File: config.mk
export PLATFORM = sky130hd
export DESIGN_NAME = sfc_cmd
export DESIGN_NICKNAME = d
export VERILOG_FILES = /design/src/rtl/sfc_pkg.sv /design/src/rtl/sfc_cmd.sv
export SDC_FILE = /design/constraint.sdc
export NUM_CORES = 1
export LEC_CHECK = 0
export ABC_AREA = 1
export BUFFER_PORTS_ARGS = -buffer_cell sky130_fd_sc_hd__buf_2
export CAP_MARGIN = 20
export CORE_UTILIZATION = 26
export CTS_BUF_LIST = sky130_fd_sc_hd__clkbuf_2
export CTS_CLUSTER_DIAMETER = 40
export DETAILED_ROUTE_END_ITERATION = 10
export PLACE_DENSITY_LB_ADDON = 0.1
export SYNTH_ARGS = -nofsm -noshare
export SYNTH_HDL_FRONTEND = slang
export SYNTH_SLANG_ARGS = --single-unit
File: constraint.sdc
create_clock -name clock -period 2.6 [get_ports clock]
set_clock_uncertainty 0.15 [all_clocks]
set_input_delay 0.13 -clock clock [delete_from_list [all_inputs] [get_ports clock]]
set_output_delay 0.13 -clock clock [all_outputs]
set_load 0.02 [all_outputs]
File: src/rtl/sfc_pkg.sv
// Package for the signed frequency command interpreter
package sfc_pkg;
   localparam logic [15:0] SFC_FREQ_MAX_UNSCALED = 16'he678; // 59000 = 590.00 Hz
   localparam logic [15:0] SFC_FREQ_RESET = 16'h0000;
   localparam logic [7:0] SFC_ERR_NONE = 8'h00;
   localparam logic [7:0] SFC_ERR_WRITE_MODE = 8'h01;
   localparam logic [7:0] SFC_ERR_RANGE = 8'h03;
   localparam logic [7:0] SFC_CODE_WR_RAM = 8'hed;
   localparam logic [7:0] SFC_CODE_WR_NV = 8'hee;
   localparam int SFC_FAULT_RECORDS = 10;
   localparam logic [3:0] SFC_ADDR_CTRL = 4'h0;
   localparam logic [3:0] SFC_ADDR_STATUS = 4'h1;
   localparam logic [3:0] SFC_ADDR_IRQ_STAT = 4'h2;
   localparam logic [3:0] SFC_ADDR_IRQ_MASK = 4'h3;
   localparam logic [3:0] SFC_ADDR_FREQ = 4'h4;
   localparam logic [3:0] SFC_ADDR_FAULT_BASE = 4'h5;
   localparam int SFC_CTRL_SIGN_BIT = 0;
   localparam int SFC_CTRL_EXT_BIT = 1;
   localparam int SFC_CTRL_SCALE_BIT = 2;
   localparam int SFC_IRQ_RAM_DONE = 0;
   localparam int SFC_IRQ_NV_DONE = 1;
   localparam int SFC_IRQ_ERROR = 2;
   localparam int SFC_IRQ_FAULT_RESET = 3;
   localparam int SFC_IRQ_HIST_CLEAR = 4;
   localparam logic [4:0] SFC_IRQ_RESET = 5'h00;
   localparam logic [2:0] SFC_CTRL_RESET = 3'h0;
   // Cyclic refresh interval bounds, microseconds
   localparam int SFC_REFRESH_MIN_US = 1100;
   localparam int SFC_REFRESH_MAX_US = 141000;
   localparam int SFC_CLK_MHZ = 50;
   localparam int SFC_REFRESH_MIN_CYC = SFC_REFRESH_MIN_US * SFC_CLK_MHZ;
   localparam int SFC_REFRESH_MAX_CYC = SFC_REFRESH_MAX_US * SFC_CLK_MHZ;
endpackage : sfc_pkg

File: src/rtl/sfc_cmd.sv
// Signed frequency command interpreter with fault record store
// Summary of operation
// - Sign select setting 0 or 1, default 0
// - Unsigned word limited 59000, or 65535 scaled
// - Signed word read as two's complement
// - Negative frequency inverts requested rotation direction
// - Signed mode rejects link non-volatile set; code write sets RAM only; error H01
// - Both requests with extended setting: RAM only
// - Reset clears sign positive, frequency zero
// - Instruction code frequency writes keep stored sign
// - Refresh interval between 1.1 ms and 141 ms; only the upper limit is watched
// - Error reset acts only during active fault
// - History clear erases all ten fault records
//
// Chosen here: the plain strobed port and the placing of the registers.
`timescale 1ns/1ps
`default_nettype none
module sfc_cmd #(
   parameter int REFRESH_MAX_CYC = sfc_pkg::SFC_REFRESH_MAX_CYC
) (
   input wire logic clock,
   input wire logic rst_n,
   input wire logic clk_en,
   // Link-side inputs, refreshed from the master (pin domain)
   input wire logic [15:0] freq_command_word,
   input wire logic freq_set_ram_request,
   input wire logic freq_set_ram_nv_request,
   input wire logic fwd_cmd,
   input wire logic rev_cmd,
   input wire logic error_reset_cmd,
   input wire logic hist_clear_cmd,
   input wire logic refresh_strobe,
   // Instruction code path
   input wire logic code_valid,
   input wire logic [7:0] code_value,
   input wire logic [15:0] code_data,
   // Drive fault reporting
   input wire logic fault_event,
   input wire logic [7:0] fault_code,
   // Register port
   input wire logic [3:0] reg_addr,
   input wire logic [31:0] reg_wdata,
   input wire logic reg_wr,
   input wire logic reg_rd,
   output logic [31:0] reg_rdata,
   // Results
   output logic [15:0] set_freq,
   output logic set_sign_neg,
   output logic run_fwd,
   output logic run_rev,
   output logic ram_done,
   output logic nv_done,
   output logic nv_write,
   output logic [7:0] error_code,
   output logic fault_active,
   output logic refresh_timeout,
   output logic irq
);
   import sfc_pkg::*;

   logic [2:0] ctrl_q;
   logic [4:0] irq_stat_q;
   logic [4:0] irq_mask_q;
   logic [15:0] freq_q;
   logic sign_q;
   logic fault_q;
   logic [7:0] err_q;
   logic ram_done_q;
   logic nv_done_q;
   logic nv_write_q;
   logic run_fwd_q;
   logic run_rev_q;
   logic [31:0] rdata_q;
   logic [31:0] wd_cnt_q;
   logic tmo_q;
   logic [7:0] hist_q [SFC_FAULT_RECORDS];
   logic [3:0] hist_cnt_q;

   // Three-stage synchronisers for all pin-domain inputs
   localparam int NSYNC = 23;
   logic [NSYNC-1:0] pin_raw;
   logic [NSYNC-1:0] s1_q, s2_q, s3_q, pin_q;
   assign pin_raw = {freq_command_word, freq_set_ram_request,
                     freq_set_ram_nv_request, fwd_cmd, rev_cmd,
                     error_reset_cmd, hist_clear_cmd, refresh_strobe};

   // Stage registers; a change is taken once stages two and three agree
   genvar gi;
   generate
      for (gi = 0; gi < NSYNC; gi++) begin : g_sync
         always_ff @(posedge clock or negedge rst_n) begin
            if (!rst_n) begin
               s1_q[gi] <= 1'b0;
               s2_q[gi] <= 1'b0;
               s3_q[gi] <= 1'b0;
               pin_q[gi] <= 1'b0;
            end else if (clk_en) begin
               s1_q[gi] <= pin_raw[gi];
               s2_q[gi] <= s1_q[gi];
               s3_q[gi] <= s2_q[gi];
               if (s2_q[gi] == s3_q[gi]) begin
                  pin_q[gi] <= s3_q[gi];
               end
            end
         end
      end
   endgenerate

   logic [15:0] cmd_word;
   logic req_ram, req_nv, fwd_in, rev_in, err_rst_in, hclr_in, refresh_in;
   assign {cmd_word, req_ram, req_nv, fwd_in, rev_in,
           err_rst_in, hclr_in, refresh_in} = pin_q;

   // Rising edges of request bits
   logic req_ram_d1_q, req_nv_d1_q, err_rst_d1_q, hclr_d1_q, refresh_d1_q;
   always_ff @(posedge clock or negedge rst_n) begin
      if (!rst_n) begin
         req_ram_d1_q <= 1'b0;
         req_nv_d1_q <= 1'b0;
         err_rst_d1_q <= 1'b0;
         hclr_d1_q <= 1'b0;
         refresh_d1_q <= 1'b0;
      end else if (clk_en) begin
         req_ram_d1_q <= req_ram;
         req_nv_d1_q <= req_nv;
         err_rst_d1_q <= err_rst_in;
         hclr_d1_q <= hclr_in;
         refresh_d1_q <= refresh_in;
      end
   end

   logic ram_rise, nv_rise, err_rst_rise, hclr_rise, refresh_rise;
   assign ram_rise = req_ram & ~req_ram_d1_q;
   assign nv_rise = req_nv & ~req_nv_d1_q;
   assign err_rst_rise = err_rst_in & ~err_rst_d1_q;
   assign hclr_rise = hclr_in & ~hclr_d1_q;
   assign refresh_rise = refresh_in & ~refresh_d1_q;

   logic sign_mode, ext_mode, scaled_mode;
   assign sign_mode = ctrl_q[SFC_CTRL_SIGN_BIT];
   assign ext_mode = ctrl_q[SFC_CTRL_EXT_BIT];
   assign scaled_mode = ctrl_q[SFC_CTRL_SCALE_BIT];

   // Request arbitration and acceptance checks
   logic do_ram, do_nv, range_ok, nv_reject, code_ram, code_nv;
   always_comb begin
      // With the extended setting both may rise together; RAM wins
      do_ram = ram_rise;
      do_nv = nv_rise & ~(ext_mode & ram_rise);
      // Without the extended setting only one runs; RAM first too
      if (!ext_mode && ram_rise) begin
         do_nv = 1'b0;
      end
      // Unsigned limit unless scaled or signed
      range_ok = sign_mode | scaled_mode |
                 (cmd_word <= SFC_FREQ_MAX_UNSCALED);
      nv_reject = do_nv & sign_mode;
      code_ram = code_valid & (code_value == SFC_CODE_WR_RAM);
      code_nv = code_valid & (code_value == SFC_CODE_WR_NV);
   end

   // Frequency word and sign store
   always_ff @(posedge clock or negedge rst_n) begin
      if (!rst_n) begin
         freq_q <= SFC_FREQ_RESET;
         sign_q <= 1'b0;
         nv_write_q <= 1'b0;
      end else if (clk_en) begin
         nv_write_q <= 1'b0;
         if ((do_ram || (do_nv && !nv_reject)) && range_ok) begin
            if (sign_mode) begin
               // Two's complement: keep magnitude, record sign
               sign_q <= cmd_word[15];
               freq_q <= cmd_word[15] ? 16'(~cmd_word + 16'h0001)
                                      : cmd_word;
            end else begin
               sign_q <= 1'b0;
               freq_q <= cmd_word;
            end
            nv_write_q <= do_nv;
         end else if ((code_ram || code_nv) &&
                      (sign_mode || scaled_mode ||
                       code_data <= SFC_FREQ_MAX_UNSCALED)) begin
            freq_q <= code_data;  // sign untouched
            nv_write_q <= code_nv & ~sign_mode;
         end
      end
   end

   // Completion pulses and error code
   always_ff @(posedge clock or negedge rst_n) begin
      if (!rst_n) begin
         ram_done_q <= 1'b0;
         nv_done_q <= 1'b0;
         err_q <= SFC_ERR_NONE;
      end else if (clk_en) begin
         ram_done_q <= do_ram & range_ok;
         nv_done_q <= do_nv & ~nv_reject & range_ok;
         if (nv_reject || (code_nv && sign_mode)) begin
            err_q <= SFC_ERR_WRITE_MODE;
         end else if ((do_ram || do_nv) && !range_ok) begin
            err_q <= SFC_ERR_RANGE;
         end else if (do_ram || do_nv || code_valid) begin
            err_q <= SFC_ERR_NONE;
         end
      end
   end

   // Actual run direction from start command and sign
   always_ff @(posedge clock or negedge rst_n) begin
      if (!rst_n) begin
         run_fwd_q <= 1'b0;
         run_rev_q <= 1'b0;
      end else if (clk_en) begin
         if (fwd_in == rev_in) begin
            run_fwd_q <= 1'b0;
            run_rev_q <= 1'b0;
         end else begin
            run_fwd_q <= fwd_in ^ (sign_mode & sign_q);
            run_rev_q <= rev_in ^ (sign_mode & sign_q);
         end
      end
   end

   // Fault state; the network reset only clears an active fault
   always_ff @(posedge clock or negedge rst_n) begin
      if (!rst_n) begin
         fault_q <= 1'b0;
      end else if (clk_en) begin
         if (fault_event) begin
            fault_q <= 1'b1;
         end else if (err_rst_rise && fault_q) begin
            fault_q <= 1'b0;
         end
      end
   end

   // Fault record store, newest in slot 0; cleared on command
   generate
      for (gi = 0; gi < SFC_FAULT_RECORDS; gi++) begin : g_hist
         always_ff @(posedge clock or negedge rst_n) begin
            if (!rst_n) begin
               hist_q[gi] <= 8'h00;
            end else if (clk_en) begin
               if (hclr_rise) begin
                  hist_q[gi] <= 8'h00;
               end else if (fault_event && !fault_q) begin
                  hist_q[gi] <= (gi == 0) ? fault_code
                                          : hist_q[(gi == 0) ? 0 : gi - 1];
               end
            end
         end
      end
   endgenerate

   // Count of stored records
   always_ff @(posedge clock or negedge rst_n) begin
      if (!rst_n) begin
         hist_cnt_q <= 4'h0;
      end else if (clk_en) begin
         if (hclr_rise) begin
            hist_cnt_q <= 4'h0;
         end else if (fault_event && !fault_q &&
                      hist_cnt_q != 4'(SFC_FAULT_RECORDS)) begin
            hist_cnt_q <= hist_cnt_q + 4'h1;
         end
      end
   end

   // Refresh watchdog: flags a gap longer than the longest interval
   always_ff @(posedge clock or negedge rst_n) begin
      if (!rst_n) begin
         wd_cnt_q <= 32'h0;
         tmo_q <= 1'b0;
      end else if (clk_en) begin
         if (refresh_rise) begin
            wd_cnt_q <= 32'h0;
            tmo_q <= 1'b0;
         end else if (wd_cnt_q >= 32'(REFRESH_MAX_CYC)) begin
            tmo_q <= 1'b1;
         end else begin
            wd_cnt_q <= wd_cnt_q + 32'h1;
         end
      end
   end

   // Interrupt events; set wins over write-one-to-clear
   logic [4:0] irq_ev;
   assign irq_ev = {hclr_rise, err_rst_rise & fault_q,
                    nv_reject | ((do_ram | do_nv) & ~range_ok),
                    do_nv & ~nv_reject & range_ok, do_ram & range_ok};

   // Control, status and mask registers
   always_ff @(posedge clock or negedge rst_n) begin
      if (!rst_n) begin
         ctrl_q <= SFC_CTRL_RESET;
         irq_stat_q <= SFC_IRQ_RESET;
         irq_mask_q <= SFC_IRQ_RESET;
      end else if (clk_en) begin
         if (reg_wr && reg_addr == SFC_ADDR_CTRL) begin
            ctrl_q <= reg_wdata[2:0];
         end
         if (reg_wr && reg_addr == SFC_ADDR_IRQ_MASK) begin
            irq_mask_q <= reg_wdata[4:0];
         end
         if (reg_wr && reg_addr == SFC_ADDR_IRQ_STAT) begin
            irq_stat_q <= (irq_stat_q & ~reg_wdata[4:0]) | irq_ev;
         end else begin
            irq_stat_q <= irq_stat_q | irq_ev;
         end
      end
   end

   // Read data, one cycle after the read strobe; unmapped reads zero
   always_ff @(posedge clock or negedge rst_n) begin
      if (!rst_n) begin
         rdata_q <= 32'h0;
      end else if (clk_en) begin
         rdata_q <= 32'h0;
         if (reg_rd) begin
            if (reg_addr == SFC_ADDR_CTRL) begin
               rdata_q <= {29'h0, ctrl_q};
            end else if (reg_addr == SFC_ADDR_STATUS) begin
               rdata_q <= {16'h0, err_q, hist_cnt_q, tmo_q, fault_q,
                           sign_q, run_fwd_q};
            end else if (reg_addr == SFC_ADDR_IRQ_STAT) begin
               rdata_q <= {27'h0, irq_stat_q};
            end else if (reg_addr == SFC_ADDR_IRQ_MASK) begin
               rdata_q <= {27'h0, irq_mask_q};
            end else if (reg_addr == SFC_ADDR_FREQ) begin
               rdata_q <= {15'h0, sign_q, freq_q};
            end else if (reg_addr >= SFC_ADDR_FAULT_BASE && reg_addr <
                         SFC_ADDR_FAULT_BASE + 4'(SFC_FAULT_RECORDS)) begin
               rdata_q <= {24'h0, hist_q[4'(reg_addr - SFC_ADDR_FAULT_BASE)]};
            end
         end
      end
   end

   // Level interrupt from a flip-flop
   logic irq_q;
   always_ff @(posedge clock or negedge rst_n) begin
      if (!rst_n) begin
         irq_q <= 1'b0;
      end else if (clk_en) begin
         irq_q <= |(irq_stat_q & irq_mask_q);  // Mask bit high enables
      end
   end

   assign reg_rdata = rdata_q;
   assign set_freq = freq_q;
   assign set_sign_neg = sign_q;
   assign run_fwd = run_fwd_q;
   assign run_rev = run_rev_q;
   assign ram_done = ram_done_q;
   assign nv_done = nv_done_q;
   assign nv_write = nv_write_q;
   assign error_code = err_q;
   assign fault_active = fault_q;
   assign refresh_timeout = tmo_q;
   assign irq = irq_q;
endmodule : sfc_cmd
`default_nettype wire

==> qor.txt, run 1 <==
number of fill cells - 5274
gr busiest metal - met2
fin util - 0.3480
Post-Route WL - 39690 um
chip height - 226.5 um
simple-gate share of the synthesized area - 0.2296
Crit path buffers/inverters - 5
r2r startpoint - cmd_word[0]
peak supply drop - 0.2286 mV
number of global-route vias before repair - 11.87k
final setup margin - 0.01690 ns
Fin. Hold Viols - 0
adder-cell share of the synthesized area - 0.009549
fin. max-slew vios - 0
drt initial violations - 656
wire per inst - 14.75 um
CP most frequent cell - dlygate4sd3_1
crit path time final - 2.583 ns
worst r2r dst - set_freq[13]
largest net degree at the start of global routing - 116
TritonCTS clock tree - built
WHS - 0.1237 ns
# nets final - 2076
total power - 12.11 mW
final estimated routing congestion in global placement - 0.8563
worst setup path class - input port to register
IO Count - 163
Crit path max-delay family - buffers and inverters
Slew headroom - 0.3555
Via-to-Cell Ratio - 4.373
met3 Usage GRT - 0.03615
chip width - 226.5 um
Global Route Usage Sum - 0.1613
Synth Cell Area - 13100 sq um
leak pwr - 8.355 nW
DP Wirelength - 25750 um
xor-xnor portion of the synthesized cell area - 0.02072
main combinational cell family by area after synthesis - simple AND/OR/NAND/NOR gates
pre-CTS WS - 0.2009 ns
layout cells sized above 1 - 0.1562
Synth Area in Compound Gates - 0.1358
Worst-path clk slew - 0.10 ns
#FFs+latches synth - 270
Setup-failing EPs final - 0
initial antenna violation count - 1
cts bufs inserted - 85
Ys Warns - 0
Syn Inst Count - 1608
slowest stage delay, CP - 0.59 ns
antenna viol nets, final - 0
Crit. path cell count - 10
starting density of the core - 0.2655
outcome - finished clean
Pwr Density - 705.3 nW/um^2
worst-path cell chain - dlygate4sd3_1 -> buf_2 -> dlygate4sd3_1 -> nor3b_1 -> dlygate4sd3_1 -> nand4_1 -> nand2_2 -> dlygate4sd3_1 -> nand4_1 -> nand3_1
Cell variety after synth - 49
register area - 6756 sq um
first-pass GRT wire length - 64490 um
r2r setup slk - 0.31 ns
clk buf depth - 3
area taken by multi-input logic gates - 5284 sq um
Area growth syn-to-layout - 31.07%
met1 usage - 0.2118
Crit path required time - 3.34 ns
worst slew pin tran - 0.9633 ns
Max Cap Viol - 0
Core Area - 49360 sq um
residual DRC count - 0
crit share post-route - 0.9935
portion of netlist area occupied by mux cells - 0
row count - 81
R2R cell count - 14
Post-Layout Cell Count - 2690
upper clock frequency limit - 387.1 MHz
crit end category - register
CP Max Fanout - 3
final instance area - 17170 sq um
Worst Setup Start Kind - input port
count of input and output buffers - 114
CTS Sinks - 270
unrepaired setup endpoints after global routing - no
DRT Pass-1 Iters - 5
htree depth - 3
register area share after synthesis - 0.5157
GRT overflow - 0
GRT met2 Usage - 0.2587
Critical Path End - nv_write
Placed Cells - 2345
Avg Cell Area, Syn - 8.148 sq um
root buffer cell - clkbuf_2
routed vias - 11.76k
clock latency on the worst-skew pair - 1.00 ns
Worst Setup SP - code_value[4]
Hold Path Class - input port to register
Post-Place Cell Area - 14430 sq um
Die ar. - 51300 sq um
Arr. time, crit path - 3.33 ns
setup TNS - 0 ns
slowest stage cell, crit path - dlygate4sd3_1
registers in the layout, summed over array words and instances, names as in the netlist, 3 cells and up:
signal,flops
cmd_word,16
ctrl_q,3
hist_cnt_q,4
hist_q,80
irq_mask_q,5
irq_stat_q,5
reg_rdata,17
s1_q,23
s2_q,23
s3_q,23
set_freq,16
wd_cnt_q,32
cells in the mapped netlist (all sizes together):
cell type | count | area (sq um)
nand2 | 451 | 1742
dfrtp | 270 | 6756
inv | 175 | 659.4
nor2 | 138 | 530.5
o21ai | 136 | 699.4
nand3 | 96 | 500.5
o22ai | 73 | 456.7
a21oi | 67 | 361.6
buf | 59 | 371.6
clkbuf | 33 | 123.9
xor2 | 25 | 219.0
nand4 | 12 | 75.07
o211ai | 12 | 100.1
ha | 10 | 125.1
nor3 | 10 | 55.05
a32o | 8 | 80.08
xnor2 | 6 | 52.55
nor4 | 5 | 37.53
or2 | 5 | 31.28
o21a | 3 | 22.52
a22o | 2 | 17.52
a22oi | 2 | 15.01
nand3b | 2 | 15.01
nor3b | 2 | 15.01
o221ai | 2 | 17.52
a221oi | 1 | 8.760
and3 | 1 | 6.260
clkinv | 1 | 3.750
conb | 1 | 3.750
power breakdown:
part | total, mW | leakage, nW | internal [mW] | switching (mW)
Sequential | 5.69 | 3.52 | 5.11 | 0.575
Combinational | 3.24 | 4.30 | 1.24 | 2.00
Clock | 3.18 | 0.537 | 1.23 | 1.95
placed cells by master, fill, tap and decap left out, drive strengths merged, types with 3 or more instances in the layout:
master / Yosys / final
clkinv: 1 / 20
nor2: 138 / 138
conb: 1 / 21
dlygate4sd3: 0 / 199
nand3: 96 / 96
o22ai: 73 / 73
ha: 10 / 10
nand2: 451 / 451
xnor2: 6 / 6
or2: 5 / 5
o211ai: 12 / 12
nor4: 5 / 5
xor2: 25 / 25
clkbuf: 33 / 121
nand4: 12 / 12
a21oi: 67 / 67
buf: 59 / 146
o21a: 3 / 3
nor3: 10 / 10
inv: 175 / 175
o21ai: 136 / 136
dfrtp: 270 / 270
a32o: 8 / 8
diode: 0 / 3
routing by layer:
layer | part of all wire | vias up | routed length, um
met1 | 0.47 | 5527 | 18770
met4 | 0.019 | 0 | 755
met2 | 0.46 | 222 | 18410
met5 | 0 | - | 0
met3 | 0.044 | 56 | 1751
li1 | - | 5959 | -
worst reg2reg max path, delay by kind of cell, from the launching register on:
kind / cells / cell delay [ns]
DFF: 1 / 0.36
adders and majority gates: 1 / 0.24
buffers and inverters: 3 / 0.37
AOI/OAI and AO/OA: 1 / 0.11
and+or+nand+nor: 9 / 0.95
how the worst min path moves through the flow:
stage | from | endpoint | slack (ns) | cells past startpoint
after global routing | clk_en | reg_rdata[1] | 0.07 | 6
after CTS | clk_en | reg_rdata[2] | 0.005 | 6
final | clk_en | reg_rdata[1] | 0.12 | 6
after global placement | rst_n | wd_cnt_q[30] | -0.07 | 1
after floorplan | rst_n | cmd_word[0] | -0.32 | 0
after detailed placement | rst_n | wd_cnt_q[25] | -0.07 | 1
timing repair:
action	CTS	global route
endpoints found under the hold margin	517	0
resized for setup	0	5
endpoints found under the setup margin	0	16
buffers inserted	0	0
hold buffers	201	0
cell families after synthesis:
logic type | after synthesis
buf+inv | 268
simple gates | 722
compound gates | 306
other cells | 1
fa+ha+maj | 10
xor+xnor | 31
flops | 270
final cells by class:
type	instances	area share
sequential	270	0.3934
multi-input combinational	1090	0.3077
timing repair buffer	345	0.1709
tap	664	0.04838
inverter	176	0.03876
clock buffer	121	0.03526
clock inverter	21	0.005173
antenna	3	0.0004371
Note: power is estimated with default switching activity, not from simulation.
==> run 2, diff against run 1 <==
- SETUP_SLACK_MARGIN: unset -> 0.05
==> run 2 against run 1 <==
Non-clock buffer count grew 2. Total power grew 0.19%. Flip-flop and latch count is the same. Clock power is essentially flat. Combinational power is essentially flat. Final area grew 0.22%. Die area is the same. Sequential power is essentially flat. Critical endpoint unchanged. Fmax grew 3.9%. Register-to-register slack is essentially flat.
==> qor.txt, run 2 (synthesis results as in run 1) <==
final instance area - 17210 sq um
sequential share of power - 0.469
wire per inst - 14.82 um
Post-CTS Setup Repair Bufs - 0
Post-Place Cell Area - 14430 sq um
Int Power - 7.590 mW
Arr. time, crit path - 3.24 ns
routed vias - 11.82k
starting density of the core - 0.2655
Global Route Usage Sum - 0.1613
leak pwr - 8.373 nW
number of fill cells - 5273
slowest stage delay, CP - 0.57 ns
Worst Setup SP - code_value[0]
Combinational Power Share - 0.269
Worst-path clk slew - 0.10 ns
commonest non-fill, non-tap cell in the layout - nand2_1
switching share of power - 0.3746
crit end category - register
biggest regs - hist_q (80), wd_cnt_q (32)
Setup-failing EPs final - 0
Top reg by flops - hist_q
Max Cap Viol - 0
outcome - finished clean
# nets final - 2079
Slew headroom - 0.3417
Hold Path Class - input port to register
r2r startpoint - cmd_word[0]
peak supply drop - 0.2282 mV
clk buf depth - 3
clock share of power - 0.263
crit path time final - 2.487 ns
residual DRC count - 0
layout cells sized above 1 - 0.1570
setup TNS - 0 ns
worst-path cell chain - dlygate4sd3_1 -> buf_2 -> dlygate4sd3_1 -> nor2_1 -> dlygate4sd3_1 -> nand4_1 -> nand2_2 -> dlygate4sd3_1 -> nand4_1 -> nand3_1
DP Wirelength - 25750 um
Psw - 4.546 mW
slowest stage cell, crit path - dlygate4sd3_1
worst setup path class - input port to register
chip height - 226.5 um
row count - 81
WHS - 0.1262 ns
Via-to-Cell Ratio - 4.388
max reg flops - 80
CTS Sinks - 270
GRT overflow - 0
unrepaired setup endpoints after global routing - no
chip width - 226.5 um
most frequent cells in the layout - 440 x nand2_1, 270 x dfrtp_1, 200 x dlygate4sd3_1
Post-Route WL - 39920 um
R2R cell count - 14
cts bufs inserted - 85
CP most frequent cell - dlygate4sd3_1
Core Area - 49360 sq um
worst r2r dst - set_freq[13]
count of input and output buffers - 114
Die ar. - 51300 sq um
Fin. Hold Viols - 0
Worst Setup Start Kind - input port
clock latency on the worst-skew pair - 1.01 ns
Pwr Density - 705.1 nW/um^2
Crit path max-delay family - buffers and inverters
DRT Pass-1 Iters - 7
number of global-route vias before repair - 11.87k
initial antenna violation count - 1
Critical Path End - nv_write
upper clock frequency limit - 402.0 MHz
IO Count - 163
fin. max-slew vios - 0
CP Max Fanout - 3
antenna viol nets, final - 0
Crit. path cell count - 10
final estimated routing congestion in global placement - 0.8563
drt initial violations - 652
crit share post-route - 0.9566
largest net degree at the start of global routing - 116
first-pass GRT wire length - 64490 um
htree depth - 3
TritonCTS clock tree - built
Crit path required time - 3.35 ns
Area growth syn-to-layout - 31.36%
Crit path buffers/inverters - 5
worst slew pin tran - 0.9838 ns
r2r setup slk - 0.31 ns
root buffer cell - clkbuf_2
## run 2: cell count changes in the layout (fill, tap and decap cells not counted)
cell            before  now
clkinvlp_4           2    3
dlygate4sd3_1      199  200
dlymetal6s4s_1       0    1
inv_1              167  166
nand2_4              2    3
## run 2: how the worst min path moves through the flow
stage	startpoint	end	slack, ns	cells after the start
after CTS	clk_en	reg_rdata[2]	0.005	6
final	clk_en	reg_rdata[1]	0.13	6
after global placement	rst_n	wd_cnt_q[30]	-0.07	1
after floorplan	rst_n	cmd_word[0]	-0.32	0
after global routing	clk_en	reg_rdata[1]	0.07	6
after detailed placement	rst_n	wd_cnt_q[25]	-0.07	1
## run 2: cell type report
| cell class | count | area, sq um | area share |
|---|---|---|---|
| inverter | 176 | 669.4 | 0.03889 |
| sequential | 270 | 6756 | 0.3926 |
| tap | 664 | 830.8 | 0.04827 |
| multi-input combinational | 1091 | 5295 | 0.3076 |
| clock buffer | 121 | 605.6 | 0.03518 |
| timing repair buffer | 347 | 2958 | 0.1719 |
| clock inverter | 21 | 88.84 | 0.005161 |
| antenna | 3 | 7.507 | 0.0004362 |
## run 2: metal layers
| metal | share of wire | track usage |
|---|---|---|
| met3 | 0.043 | 0.03615 |
| met5 | 0 | 0 |
| met2 | 0.46 | 0.2587 |
| met4 | 0.019 | 0.05907 |
| met1 | 0.47 | 0.2118 |
## run 2: power by group through the flow
stage	registers, mW	clock network, mW	logic [mW]
after floorplan	5.79	0	1.93
after global placement	5.76	0	2.99
after detailed placement	5.77	0	3.03
after CTS	5.70	3.41	3.30
after global routing	5.82	3.63	3.73
final	5.69	3.19	3.26
## run 2: tightest hold or removal path: cells and delay by family
family          cells  cell delay, ns
compound gates      1            0.06
buf+inv             2            0.72
simple gates        3            0.32
## run 2: stage by stage
step / std cells / total power [mW] / setup slack (ns) / utilization
after floorplan: 1628 / 7.726 / 0.5490 / -
after global placement: 2345 / 8.748 / 0.2124 / 0.2924
after detailed placement: 2345 / 8.799 / 0.2009 / 0.2924
after CTS: 2688 / 12.40 / 0.08519 / 0.3476
after global routing: 2692 / 13.18 / 0.05825 / 0.3487
final: 2693 / 12.14 / 0.1127 / 0.3487
## run 2: timing repair
action / 4_1_cts / 5_1_grt
hold buffers: 201 / 3
resized for setup: 0 / 7
endpoints found under the hold margin: 517 / 16
setup endpoints to repair: 0 / 20
